===== config.mk =====
export PLATFORM = sky130hd
export DESIGN_NAME = irq_priority_ext_edge_detect
export DESIGN_NICKNAME = d
export VERILOG_FILES = /design/src/core/irq_prio_pkg.sv /design/src/core/irq_priority_ext_edge_detect.sv
export SDC_FILE = /design/constraint.sdc
export NUM_CORES = 1
export LEC_CHECK = 0
export BUFFER_PORTS_ARGS = -buffer_cell sky130_fd_sc_hd__buf_2
export CAP_MARGIN = 20
export CORE_MARGIN = 5
export CORE_UTILIZATION = 50
export CTS_BUF_LIST = sky130_fd_sc_hd__clkbuf_4 sky130_fd_sc_hd__clkbuf_8 sky130_fd_sc_hd__clkbuf_16
export CTS_CLUSTER_DIAMETER = 200
export DETAILED_ROUTE_END_ITERATION = 8
export GPL_ROUTABILITY_DRIVEN = 0
export PLACE_DENSITY = 0.73
export SETUP_SLACK_MARGIN = 0.4
export SLEW_MARGIN = 20
export SYNTH_ARGS = -nofsm -noshare
export SYNTH_HDL_FRONTEND = slang
export SYNTH_SLANG_ARGS = --single-unit

===== constraint.sdc =====
create_clock -name ref_clk -period 32.7 [get_ports ref_clk]
set_clock_uncertainty 0.05 [all_clocks]
set_input_delay 6.54 -clock ref_clk [delete_from_list [all_inputs] [get_ports ref_clk]]
set_output_delay 6.54 -clock ref_clk [all_outputs]
set_load 0.01 [all_outputs]

===== src/core/irq_prio_pkg.sv =====
// Constants, register indices and carrier types of the interrupt priority and edge detect block.
`default_nettype none

package irq_prio_pkg;

    // ****************************************************************
    // Register indices; byte address is four times the index.
    // ****************************************************************
    localparam logic [7:0] IDX_PRIO_G0_LOW = 8'h92;
    localparam logic [7:0] IDX_PRIO_G0_HIGH = 8'h93;
    localparam logic [7:0] IDX_PRIO_G1_LOW = 8'h9a;
    localparam logic [7:0] IDX_PRIO_G1_HIGH = 8'h9b;
    localparam logic [7:0] IDX_PRIO_G2_LOW = 8'h9c;
    localparam logic [7:0] IDX_PRIO_G2_HIGH = 8'h9d;
    localparam logic [7:0] IDX_PRIO_G3_LOW = 8'h9e;
    localparam logic [7:0] IDX_PRIO_G3_HIGH = 8'h9f;
    localparam logic [7:0] IDX_EXT_PEND_0_7 = 8'ha3;
    localparam logic [7:0] IDX_EXT_PEND_10_17 = 8'ha4;
    localparam logic [7:0] IDX_EXT_PEND_MISC = 8'ha5;
    localparam logic [7:0] IDX_EDGE_SEL_0_3 = 8'ha6;
    localparam logic [7:0] IDX_EDGE_SEL_4_7 = 8'ha7;
    localparam logic [7:0] IDX_IRQ_EN_GROUP0 = 8'ha8;
    localparam logic [7:0] IDX_IRQ_EN_GROUP1 = 8'ha9;
    localparam logic [7:0] IDX_IRQ_EN_GROUP2 = 8'haa;
    localparam logic [7:0] IDX_IRQ_EN_GROUP3 = 8'hab;
    localparam logic [7:0] IDX_EDGE_SEL_10_13 = 8'hac;
    localparam logic [7:0] IDX_EDGE_SEL_14_17 = 8'had;
    localparam logic [7:0] IDX_EDGE_SEL_8_9_A = 8'hae;
    localparam logic [7:0] IDX_EDGE_SEL_18_19 = 8'haf;

    // ****************************************************************
    // Reset values and implemented-bit masks.
    // ****************************************************************
    localparam logic [7:0] REG_RESET = 8'h00;
    localparam logic [7:0] MASK_PRIO = 8'h3f;
    localparam logic [7:0] MASK_EN_GROUP0 = 8'hbf;
    localparam logic [7:0] MASK_EN_GROUP = 8'h3f;
    localparam logic [7:0] MASK_PEND_MISC = 8'h1f;
    localparam logic [7:0] MASK_SEL_8_9_A = 8'h3f;
    localparam logic [7:0] MASK_SEL_18_19 = 8'h0f;

    // ****************************************************************
    // Field positions and sizes.
    // ****************************************************************
    localparam int GLOBAL_EN_BIT = 7;
    localparam int SRC_PER_GROUP = 6;
    localparam int NUM_SRC = 24;
    localparam int NUM_LINES = 21;
    localparam int NUM_LEVELS = 4;
    localparam int SRC_EXT_0_7 = 5;
    localparam int SRC_EXT_10_17 = 11;
    localparam int SRC_EXT_MISC = 16;

    typedef enum logic [1:0] {
        EDGE_NONE = 2'h0,
        EDGE_RISE = 2'h1,
        EDGE_FALL = 2'h2,
        EDGE_BOTH = 2'h3
    } edge_mode_type;

    typedef struct packed {
        logic psel;
        logic penable;
        logic pwrite;
        logic [11:0] paddr;
        logic [31:0] pwdata;
    } apb_req_type;

    typedef struct packed {
        logic pready;
        logic pslverr;
        logic [31:0] prdata;
    } apb_resp_type;

    typedef struct packed {
        logic req;
        logic [4:0] source;
        logic [1:0] level;
    } irq_vec_type;

endpackage

`default_nettype wire


===== src/core/irq_priority_ext_edge_detect.sv =====
// Interrupt priority selection and external line edge detection with an APB register slave.
`default_nettype none

// Operation
// - Source level is {high bit, low bit}: 00 lowest up to 11 highest.
// - Four priority pairs; bit x of pair n ranks source enabled by bit x of group n.
// - Selected edge on lines 0 to 7 sets its bit in the first flag register.
// - Selected edge on lines 10 to 17 sets bits 0 to 7 of the second flag register.
// - Lines 8, 9, A, 18, 19 flag in bits 0 to 4 of the third register.
// - Writing zero clears a pending flag; writing one leaves it unchanged.
// - Edge select codes: 00 none, 01 rising, 10 falling, 11 both.
// - First select pair: lines 0 to 3 low, 4 to 7 high, two bits each.
// - Second select pair: lines 10 to 13 low, 14 to 17 high.
// - Third select pair: lines 8, 9, A low bits 5:0, lines 18, 19 high bits 3:0.
// - Only a strictly higher level preempts the routine in service.
// - Equal levels: the lower-numbered source is served first.
// - A request needs the global enable bit and its own enable bit.
module irq_priority_ext_edge_detect (
    input wire logic ref_clk,
    input wire logic rst_b,
    input wire irq_prio_pkg::apb_req_type apb_in,
    output irq_prio_pkg::apb_resp_type apb_out,
    input wire logic [23:0] periph_irq,
    input wire logic [20:0] external_irq_line,
    input wire logic irq_ack,
    input wire logic svc_done,
    output irq_prio_pkg::irq_vec_type irq_out
);

    // ****************************************************************
    // Registers.
    // ****************************************************************
    logic [3:0][7:0] prio_low;
    logic [3:0][7:0] prio_high;
    logic [3:0][7:0] irq_enable;
    logic [20:0] line_pending_bit;
    logic [7:0] edge_sel_lines_0_3;
    logic [7:0] edge_sel_lines_4_7;
    logic [7:0] edge_sel_lines_10_13;
    logic [7:0] edge_sel_lines_14_17;
    logic [7:0] edge_sel_lines_8_9_a;
    logic [7:0] edge_sel_lines_18_19;
    logic [20:0] sync_a;
    logic [20:0] sync_b;
    logic [20:0] sync_c;
    logic [3:0] in_service;

    // ****************************************************************
    // Bus decode.
    // ****************************************************************
    logic [7:0] word_idx;
    logic addr_ok;
    logic hit;
    logic [7:0] rd_value;
    logic [7:0] wd;
    logic wr_en;
    logic access;

    assign word_idx = apb_in.paddr[9:2];
    assign addr_ok = (apb_in.paddr[1:0] == 2'h0) && (apb_in.paddr[11:10] == 2'h0);
    assign wd = apb_in.pwdata[7:0];
    assign access = apb_in.psel && apb_in.penable && !apb_out.pready;
    assign wr_en = apb_in.psel && apb_in.penable && apb_out.pready && apb_in.pwrite && hit;

    always_comb begin
        rd_value = 8'h00;
        hit = addr_ok;
        case (word_idx)
            irq_prio_pkg::IDX_PRIO_G0_LOW: rd_value = prio_low[0];
            irq_prio_pkg::IDX_PRIO_G0_HIGH: rd_value = prio_high[0];
            irq_prio_pkg::IDX_PRIO_G1_LOW: rd_value = prio_low[1];
            irq_prio_pkg::IDX_PRIO_G1_HIGH: rd_value = prio_high[1];
            irq_prio_pkg::IDX_PRIO_G2_LOW: rd_value = prio_low[2];
            irq_prio_pkg::IDX_PRIO_G2_HIGH: rd_value = prio_high[2];
            irq_prio_pkg::IDX_PRIO_G3_LOW: rd_value = prio_low[3];
            irq_prio_pkg::IDX_PRIO_G3_HIGH: rd_value = prio_high[3];
            irq_prio_pkg::IDX_EXT_PEND_0_7: rd_value = line_pending_bit[7:0];
            irq_prio_pkg::IDX_EXT_PEND_10_17: rd_value = line_pending_bit[15:8];
            irq_prio_pkg::IDX_EXT_PEND_MISC: rd_value = {3'h0, line_pending_bit[20:16]};
            irq_prio_pkg::IDX_EDGE_SEL_0_3: rd_value = edge_sel_lines_0_3;
            irq_prio_pkg::IDX_EDGE_SEL_4_7: rd_value = edge_sel_lines_4_7;
            irq_prio_pkg::IDX_EDGE_SEL_10_13: rd_value = edge_sel_lines_10_13;
            irq_prio_pkg::IDX_EDGE_SEL_14_17: rd_value = edge_sel_lines_14_17;
            irq_prio_pkg::IDX_EDGE_SEL_8_9_A: rd_value = edge_sel_lines_8_9_a;
            irq_prio_pkg::IDX_EDGE_SEL_18_19: rd_value = edge_sel_lines_18_19;
            irq_prio_pkg::IDX_IRQ_EN_GROUP0: rd_value = irq_enable[0];
            irq_prio_pkg::IDX_IRQ_EN_GROUP1: rd_value = irq_enable[1];
            irq_prio_pkg::IDX_IRQ_EN_GROUP2: rd_value = irq_enable[2];
            irq_prio_pkg::IDX_IRQ_EN_GROUP3: rd_value = irq_enable[3];
            default: begin
                hit = 1'b0;
            end
        endcase
    end

    // One wait state: the answer is registered in the first access cycle.
    always_ff @(posedge ref_clk) begin
        if (!rst_b) begin
            apb_out <= '0;
        end else begin
            apb_out.pready <= access;
            apb_out.pslverr <= access && !hit;
            apb_out.prdata <= (access && hit) ? {24'h0, rd_value} : 32'h0;
        end
    end

    // ****************************************************************
    // Priority and enable registers.
    // ****************************************************************
    always_ff @(posedge ref_clk) begin
        if (!rst_b) begin
            prio_low <= {4{irq_prio_pkg::REG_RESET}};
            prio_high <= {4{irq_prio_pkg::REG_RESET}};
        end else if (wr_en) begin
            case (word_idx)
                irq_prio_pkg::IDX_PRIO_G0_LOW: prio_low[0] <= wd & irq_prio_pkg::MASK_PRIO;
                irq_prio_pkg::IDX_PRIO_G0_HIGH: prio_high[0] <= wd & irq_prio_pkg::MASK_PRIO;
                irq_prio_pkg::IDX_PRIO_G1_LOW: prio_low[1] <= wd & irq_prio_pkg::MASK_PRIO;
                irq_prio_pkg::IDX_PRIO_G1_HIGH: prio_high[1] <= wd & irq_prio_pkg::MASK_PRIO;
                irq_prio_pkg::IDX_PRIO_G2_LOW: prio_low[2] <= wd & irq_prio_pkg::MASK_PRIO;
                irq_prio_pkg::IDX_PRIO_G2_HIGH: prio_high[2] <= wd & irq_prio_pkg::MASK_PRIO;
                irq_prio_pkg::IDX_PRIO_G3_LOW: prio_low[3] <= wd & irq_prio_pkg::MASK_PRIO;
                irq_prio_pkg::IDX_PRIO_G3_HIGH: prio_high[3] <= wd & irq_prio_pkg::MASK_PRIO;
                default: begin
                end
            endcase
        end
    end

    always_ff @(posedge ref_clk) begin
        if (!rst_b) begin
            irq_enable <= {4{irq_prio_pkg::REG_RESET}};
        end else if (wr_en) begin
            case (word_idx)
                irq_prio_pkg::IDX_IRQ_EN_GROUP0: begin
                    irq_enable[0] <= wd & irq_prio_pkg::MASK_EN_GROUP0;
                end
                irq_prio_pkg::IDX_IRQ_EN_GROUP1: begin
                    irq_enable[1] <= wd & irq_prio_pkg::MASK_EN_GROUP;
                end
                irq_prio_pkg::IDX_IRQ_EN_GROUP2: begin
                    irq_enable[2] <= wd & irq_prio_pkg::MASK_EN_GROUP;
                end
                irq_prio_pkg::IDX_IRQ_EN_GROUP3: begin
                    irq_enable[3] <= wd & irq_prio_pkg::MASK_EN_GROUP;
                end
                default: begin
                end
            endcase
        end
    end

    // ****************************************************************
    // Edge select registers.
    // ****************************************************************
    always_ff @(posedge ref_clk) begin
        if (!rst_b) begin
            edge_sel_lines_0_3 <= irq_prio_pkg::REG_RESET;
            edge_sel_lines_4_7 <= irq_prio_pkg::REG_RESET;
            edge_sel_lines_10_13 <= irq_prio_pkg::REG_RESET;
            edge_sel_lines_14_17 <= irq_prio_pkg::REG_RESET;
            edge_sel_lines_8_9_a <= irq_prio_pkg::REG_RESET;
            edge_sel_lines_18_19 <= irq_prio_pkg::REG_RESET;
        end else if (wr_en) begin
            case (word_idx)
                irq_prio_pkg::IDX_EDGE_SEL_0_3: begin
                    edge_sel_lines_0_3 <= wd;
                end
                irq_prio_pkg::IDX_EDGE_SEL_4_7: begin
                    edge_sel_lines_4_7 <= wd;
                end
                irq_prio_pkg::IDX_EDGE_SEL_10_13: begin
                    edge_sel_lines_10_13 <= wd;
                end
                irq_prio_pkg::IDX_EDGE_SEL_14_17: begin
                    edge_sel_lines_14_17 <= wd;
                end
                irq_prio_pkg::IDX_EDGE_SEL_8_9_A: begin
                    edge_sel_lines_8_9_a <= wd & irq_prio_pkg::MASK_SEL_8_9_A;
                end
                irq_prio_pkg::IDX_EDGE_SEL_18_19: begin
                    edge_sel_lines_18_19 <= wd & irq_prio_pkg::MASK_SEL_18_19;
                end
                default: begin
                end
            endcase
        end
    end

    // ****************************************************************
    // Pin synchronisers and edge detection.
    // ****************************************************************
    logic [41:0] line_edge_select;
    logic [20:0] rise;
    logic [20:0] fall;
    logic [20:0] line_event;
    irq_prio_pkg::edge_mode_type mode;

    // Lines 0-7, 10-17, then 8, 9, A, 18, 19 in pending-flag order.
    assign line_edge_select = {edge_sel_lines_18_19[3:0], edge_sel_lines_8_9_a[5:0], edge_sel_lines_14_17,
                               edge_sel_lines_10_13, edge_sel_lines_4_7, edge_sel_lines_0_3};

    always_ff @(posedge ref_clk) begin
        if (!rst_b) begin
            sync_a <= '0;
            sync_b <= '0;
            sync_c <= '0;
        end else begin
            sync_a <= external_irq_line;
            sync_b <= sync_a;
            sync_c <= sync_b;
        end
    end

    assign rise = sync_b & ~sync_c;
    assign fall = ~sync_b & sync_c;

    always_comb begin
        mode = irq_prio_pkg::EDGE_NONE;
        line_event = '0;
        for (int k = 0; k < irq_prio_pkg::NUM_LINES; k++) begin
            mode = irq_prio_pkg::edge_mode_type'(line_edge_select[2*k +: 2]);
            case (mode)
                irq_prio_pkg::EDGE_RISE: begin
                    line_event[k] = rise[k];
                end
                irq_prio_pkg::EDGE_FALL: begin
                    line_event[k] = fall[k];
                end
                irq_prio_pkg::EDGE_BOTH: begin
                    line_event[k] = rise[k] | fall[k];
                end
                default: begin
                    line_event[k] = 1'b0;
                end
            endcase
        end
    end

    // ****************************************************************
    // Pending flags.
    // ****************************************************************
    logic [20:0] flag_clear;
    logic [20:0] next_pending;

    always_comb begin
        flag_clear = '0;
        if (wr_en) begin
            case (word_idx)
                irq_prio_pkg::IDX_EXT_PEND_0_7: begin
                    flag_clear[7:0] = ~wd;
                end
                irq_prio_pkg::IDX_EXT_PEND_10_17: begin
                    flag_clear[15:8] = ~wd;
                end
                irq_prio_pkg::IDX_EXT_PEND_MISC: begin
                    flag_clear[20:16] = ~wd[4:0];
                end
                default: begin
                    flag_clear = '0;
                end
            endcase
        end
        next_pending = (line_pending_bit & ~flag_clear) | line_event;
    end

    always_ff @(posedge ref_clk) begin
        if (!rst_b) begin
            line_pending_bit <= '0;
        end else begin
            line_pending_bit <= next_pending;
        end
    end

    // ****************************************************************
    // Priority resolution and in-service tracking.
    // ****************************************************************
    logic [23:0] pend;
    logic [23:0] en_vec;
    logic [23:0] src_on;
    logic [1:0] lvl [irq_prio_pkg::NUM_SRC];
    logic best_valid;
    logic [4:0] best_src;
    logic [1:0] best_level;
    logic any_active;
    logic [1:0] cur_level;
    logic grant;
    logic [3:0] next_in_service;

    always_comb begin
        pend = periph_irq;
        pend[irq_prio_pkg::SRC_EXT_0_7] = |line_pending_bit[7:0];
        pend[irq_prio_pkg::SRC_EXT_10_17] = |line_pending_bit[15:8];
        pend[irq_prio_pkg::SRC_EXT_MISC] = |line_pending_bit[20:16];
        en_vec = {irq_enable[3][5:0], irq_enable[2][5:0], irq_enable[1][5:0], irq_enable[0][5:0]};
        src_on = pend & en_vec;
        best_valid = 1'b0;
        best_src = 5'h00;
        best_level = 2'h0;
        for (int i = irq_prio_pkg::NUM_SRC - 1; i >= 0; i--) begin
            lvl[i] = {prio_high[i / irq_prio_pkg::SRC_PER_GROUP][i % irq_prio_pkg::SRC_PER_GROUP],
                      prio_low[i / irq_prio_pkg::SRC_PER_GROUP][i % irq_prio_pkg::SRC_PER_GROUP]};
            if (src_on[i] && (!best_valid || lvl[i] >= best_level)) begin
                best_valid = 1'b1;
                best_src = 5'(i);
                best_level = lvl[i];
            end
        end
        any_active = |in_service;
        cur_level = 2'h0;
        for (int j = 0; j < irq_prio_pkg::NUM_LEVELS; j++) begin
            if (in_service[j]) begin
                cur_level = 2'(j);
            end
        end
        grant = irq_enable[0][irq_prio_pkg::GLOBAL_EN_BIT] && best_valid
                && (!any_active || best_level > cur_level);
        next_in_service = in_service;
        if (svc_done && any_active) begin
            next_in_service[cur_level] = 1'b0;
        end
        if (irq_ack && irq_out.req) begin
            next_in_service[irq_out.level] = 1'b1;
        end
    end

    always_ff @(posedge ref_clk) begin
        if (!rst_b) begin
            in_service <= 4'h0;
        end else begin
            in_service <= next_in_service;
        end
    end

    always_ff @(posedge ref_clk) begin
        if (!rst_b) begin
            irq_out <= '0;
        end else begin
            irq_out.req <= grant;
            irq_out.source <= best_src;
            irq_out.level <= best_level;
        end
    end
endmodule

`default_nettype wire


==> metrics.yaml <==
synth:
  yosys.area.top_type: "dfxtp_1"
  synth_edf_count: 0
  synthFlopType: "dfxtp_1"
  synth_warnings: 0
  synthArstFlopShare: 0
  avgSynthCellArea_um2: 8.81
  ys_ff_latch: 221
  synthTopCellsByCount: "221 x dfxtp_1, 134 x mux2i_1, 126 x nor2b_1, 105 x inv_1, 88 x nor2_1"
  yosysUniqueCellTypes: 80
  synthTopCellsByArea: "dfxtp_1 36%, mux2i_1 11%, ha_1 7.6%"
  synth_most_common_cell: "dfxtp_1"
  synth_area_mm2: 0.0124
  netlist_instances: 1403
  yosysSeqAreaShare: 0.358
  synth_top_area_share: 0.358
clock_network:
  ctsHoldBuffers: 0
  htree_levels: 1
  clock_path_buffers: 3
  cts-root-buf: "clkbuf_16"
  numCtsBuffers: 24
  cts_tree: "built"
  clk_pin_slew_ps: 60
  clkSinkCount: 221
  worstSkewPairLatency_ps: 540
setup_path:
  criticalPathCategory: "in2reg"
  cp_common_cell: "nand2b_4"
  cp-end-kind: "register"
  crit_path_start_kind: "input port"
  reg2regPathDepth: 154
  crit_path_start: "periph_irq[23]"
  setup.worst_path.end: "irq_out[7]"
  r2r_start: "en_vec[23]"
  r2r_slack_ps: 5440
  slowest_stage: "or4_4"
  r2r_end: "irq_out[7]"
  cp_data_arrival_time_ps: 33180
  crit_fanout: 6
  critPathMaxStageDelay_ps: 470
  required_ps: 33080
die:
  chipHeight_um: 167
  rows: 57
  die_w_um: 167
  core_area_mm2: 0.0243
  initial_core_util: 0.508
  io_pins: 138
  die_area_mm2: 0.0280
grt:
  grtUsageTotal: 0.245
  grt_max_degree: 115
  antenna_found_initial: 1
  gr-total-overflow: 0
  grt_pass1_wl_um: 56400
  grt_pass1_vias: 10600
placement:
  hpwl_um: 26000
  port_buffers: 86
routing:
  drt-total-wl_um: 37100
  dr.pass1.iters: 7
  vias_per_cell: 5.74
  vias: 11200
  drtAntennaViolNets: 0
  drc: 0
  routedWlPerCell_um: 18.9
  drtIter0Drc: 1079
timing:
  finalSetupViolCount: 1
  rsz0062_at_grt: "yes"
  finalSetupTns_ps: -108
  fmax_mhz: 30.5
  report.final.hold_viol_count: 0
  tightest_slew_ps: 1130
  relSlewSlack: 0.241
  worst_slack_ps: -108
  min_period_over_period: 1.00
  final.min_clock_period_ps: 32810
  slew_violations: 0
run_status:
  violations: "negative setup slack"
  status: "finished with violations"
job:
  drv_cap: 0
cells_and_area:
  final_util: 0.648
  area_growth_pct: 27.5
  finalNetCount: 1785
  drive_gt1_frac: 0.267
power_and_ir_drop:
  p_total_mw: 0.563
  p_per_area_mw_per_mm2: 35.8
  max-vdd-ir-drop_mv: 0.0398
  p_leak_nw: 6.01
worst_hold_path:
  min_path_type: "reg2reg"
[repair_timing]
action / CTS / global route
gates resized for setup: 15 / 95
setup buffers: 45 / 27
pin swaps: 28 / 102
hold endpoints to repair: 0 / 0
endpoints found under the setup margin: 8 / 8
[worst min path at each step]
stage | to | start | slack (ps) | depth (start not counted)
6_report | sync_b[14] | sync_a[14] | 380 | 1
3_3_place_gp | sync_b[20] | sync_a[20] | 360 | 1
2_1_floorplan | sync_b[0] | sync_a[0] | 360 | 1
4_1_cts | sync_b[8] | sync_a[8] | 380 | 1
5_1_grt | sync_b[13] | sync_a[13] | 390 | 1
3_5_place_dp | sync_b[13] | sync_a[13] | 370 | 1
[area by class of cell]
| class | count | area (um2) |
|---|---|---|
| clock buffer | 31 | 684 |
| tap | 324 | 405 |
| antenna | 2 | 5.00 |
| multi-input combinational | 1023 | 8090 |
| inverter | 105 | 394 |
| clock inverter | 12 | 106 |
| fill | 1940 | 8570 |
| sequential | 221 | 4420 |
| timing repair buffer | 239 | 1640 |
[metrics by stage]
step	area (um2)	cells	hold slack (ps)	setup slack [ps]
6_report	15800	1957	377	-108
5_1_grt	15700	1956	387	-1350
4_1_cts	15000	1928	379	135
3_5_place_dp	13800	1840	367	-970
3_3_place_gp	13800	1840	364	-264
2_1_floorplan	12700	1426	362	366
[cell families (layout without fill, tap and decap cells)]
kind of cell,Yosys count,after routing,share of synthesized area
AOI/OAI and AO/OA,291,291,0.172
adders and majority gates,76,76,0.0768
buffers and inverters,182,387,0.0632
DFF,221,221,0.358
muxes,141,141,0.116
other,1,26,0.000303
and+or+nand+nor,491,491,0.213
[critical path: cells and delay by family]
family                   cells  cell delay, ps
multiplexers                 5            1660
AO/OA/AOI/OAI               57            9630
buffers and inverters        6             570
AND/OR/NAND/NOR             62            8160
adder cells (fa/ha/maj)     25            6570
[power by group]
group	switching [mW]	internal, mW
combinational	0.0151	0.00994
sequential	0.00144	0.272
clock	0.114	0.150
total	0.131	0.432
[cells in the final DEF, fill, tap and decap left out, types with 8 or more instances in the layout]
| master | Yosys | layout |
|---|---|---|
| nand2_1 | 76 | 72 |
| nor2b_1 | 126 | 123 |
| a22oi_1 | 25 | 25 |
| clkbuf_16 | 0 | 24 |
| and2_1 | 69 | 66 |
| nor3_1 | 32 | 22 |
| nor2_2 | 0 | 9 |
| inv_1 | 105 | 102 |
| nand2b_4 | 0 | 18 |
| and3_1 | 13 | 10 |
| buf_6 | 1 | 9 |
| ha_4 | 0 | 14 |
| o21ai_0 | 42 | 32 |
| o21ai_1 | 4 | 8 |
| a21oi_1 | 53 | 38 |
| nor2_1 | 88 | 75 |
| a21oi_2 | 3 | 18 |
| buf_2 | 0 | 84 |
| mux2i_1 | 134 | 133 |
| a21boi_0 | 26 | 26 |
| a221oi_1 | 23 | 20 |
| a31oi_1 | 11 | 9 |
| conb_1 | 1 | 24 |
| nand3_1 | 20 | 14 |
| ha_1 | 75 | 59 |
| a22o_1 | 19 | 19 |
| buf_4 | 24 | 144 |
| dfxtp_1 | 221 | 221 |
| o211ai_1 | 13 | 13 |
| nor3_2 | 0 | 8 |
| a222oi_1 | 8 | 8 |
| nand2b_1 | 29 | 11 |
[metal layers]
| metal | global-route usage | vias up | routed length, um |
|---|---|---|---|
| met3 | 0.0375 | 122 | 2830 |
| met4 | 0.101 | 0 | 1920 |
| met5 | 0 | - | 0 |
| met1 | 0.319 | 5271 | 15300 |
| met2 | 0.407 | 527 | 17000 |
| li1 | - | 5314 | - |
[state kept, by name (all words and copies together) (netlist names)]
register,cells
edge_sel_lines_18_19,4
edge_sel_lines_10_13,8
line_pending_bit,21
irq_out,8
edge_sel_lines_4_7,8
edge_sel_lines_0_3,8
in_service,4
edge_sel_lines_8_9_a,6
en_vec,24
sync_b,21
apb_out,10
edge_sel_lines_14_17,8
sync_c,21
lvl,48
irq_enable,1
sync_a,21
Power figures use the tool's default switching activity.
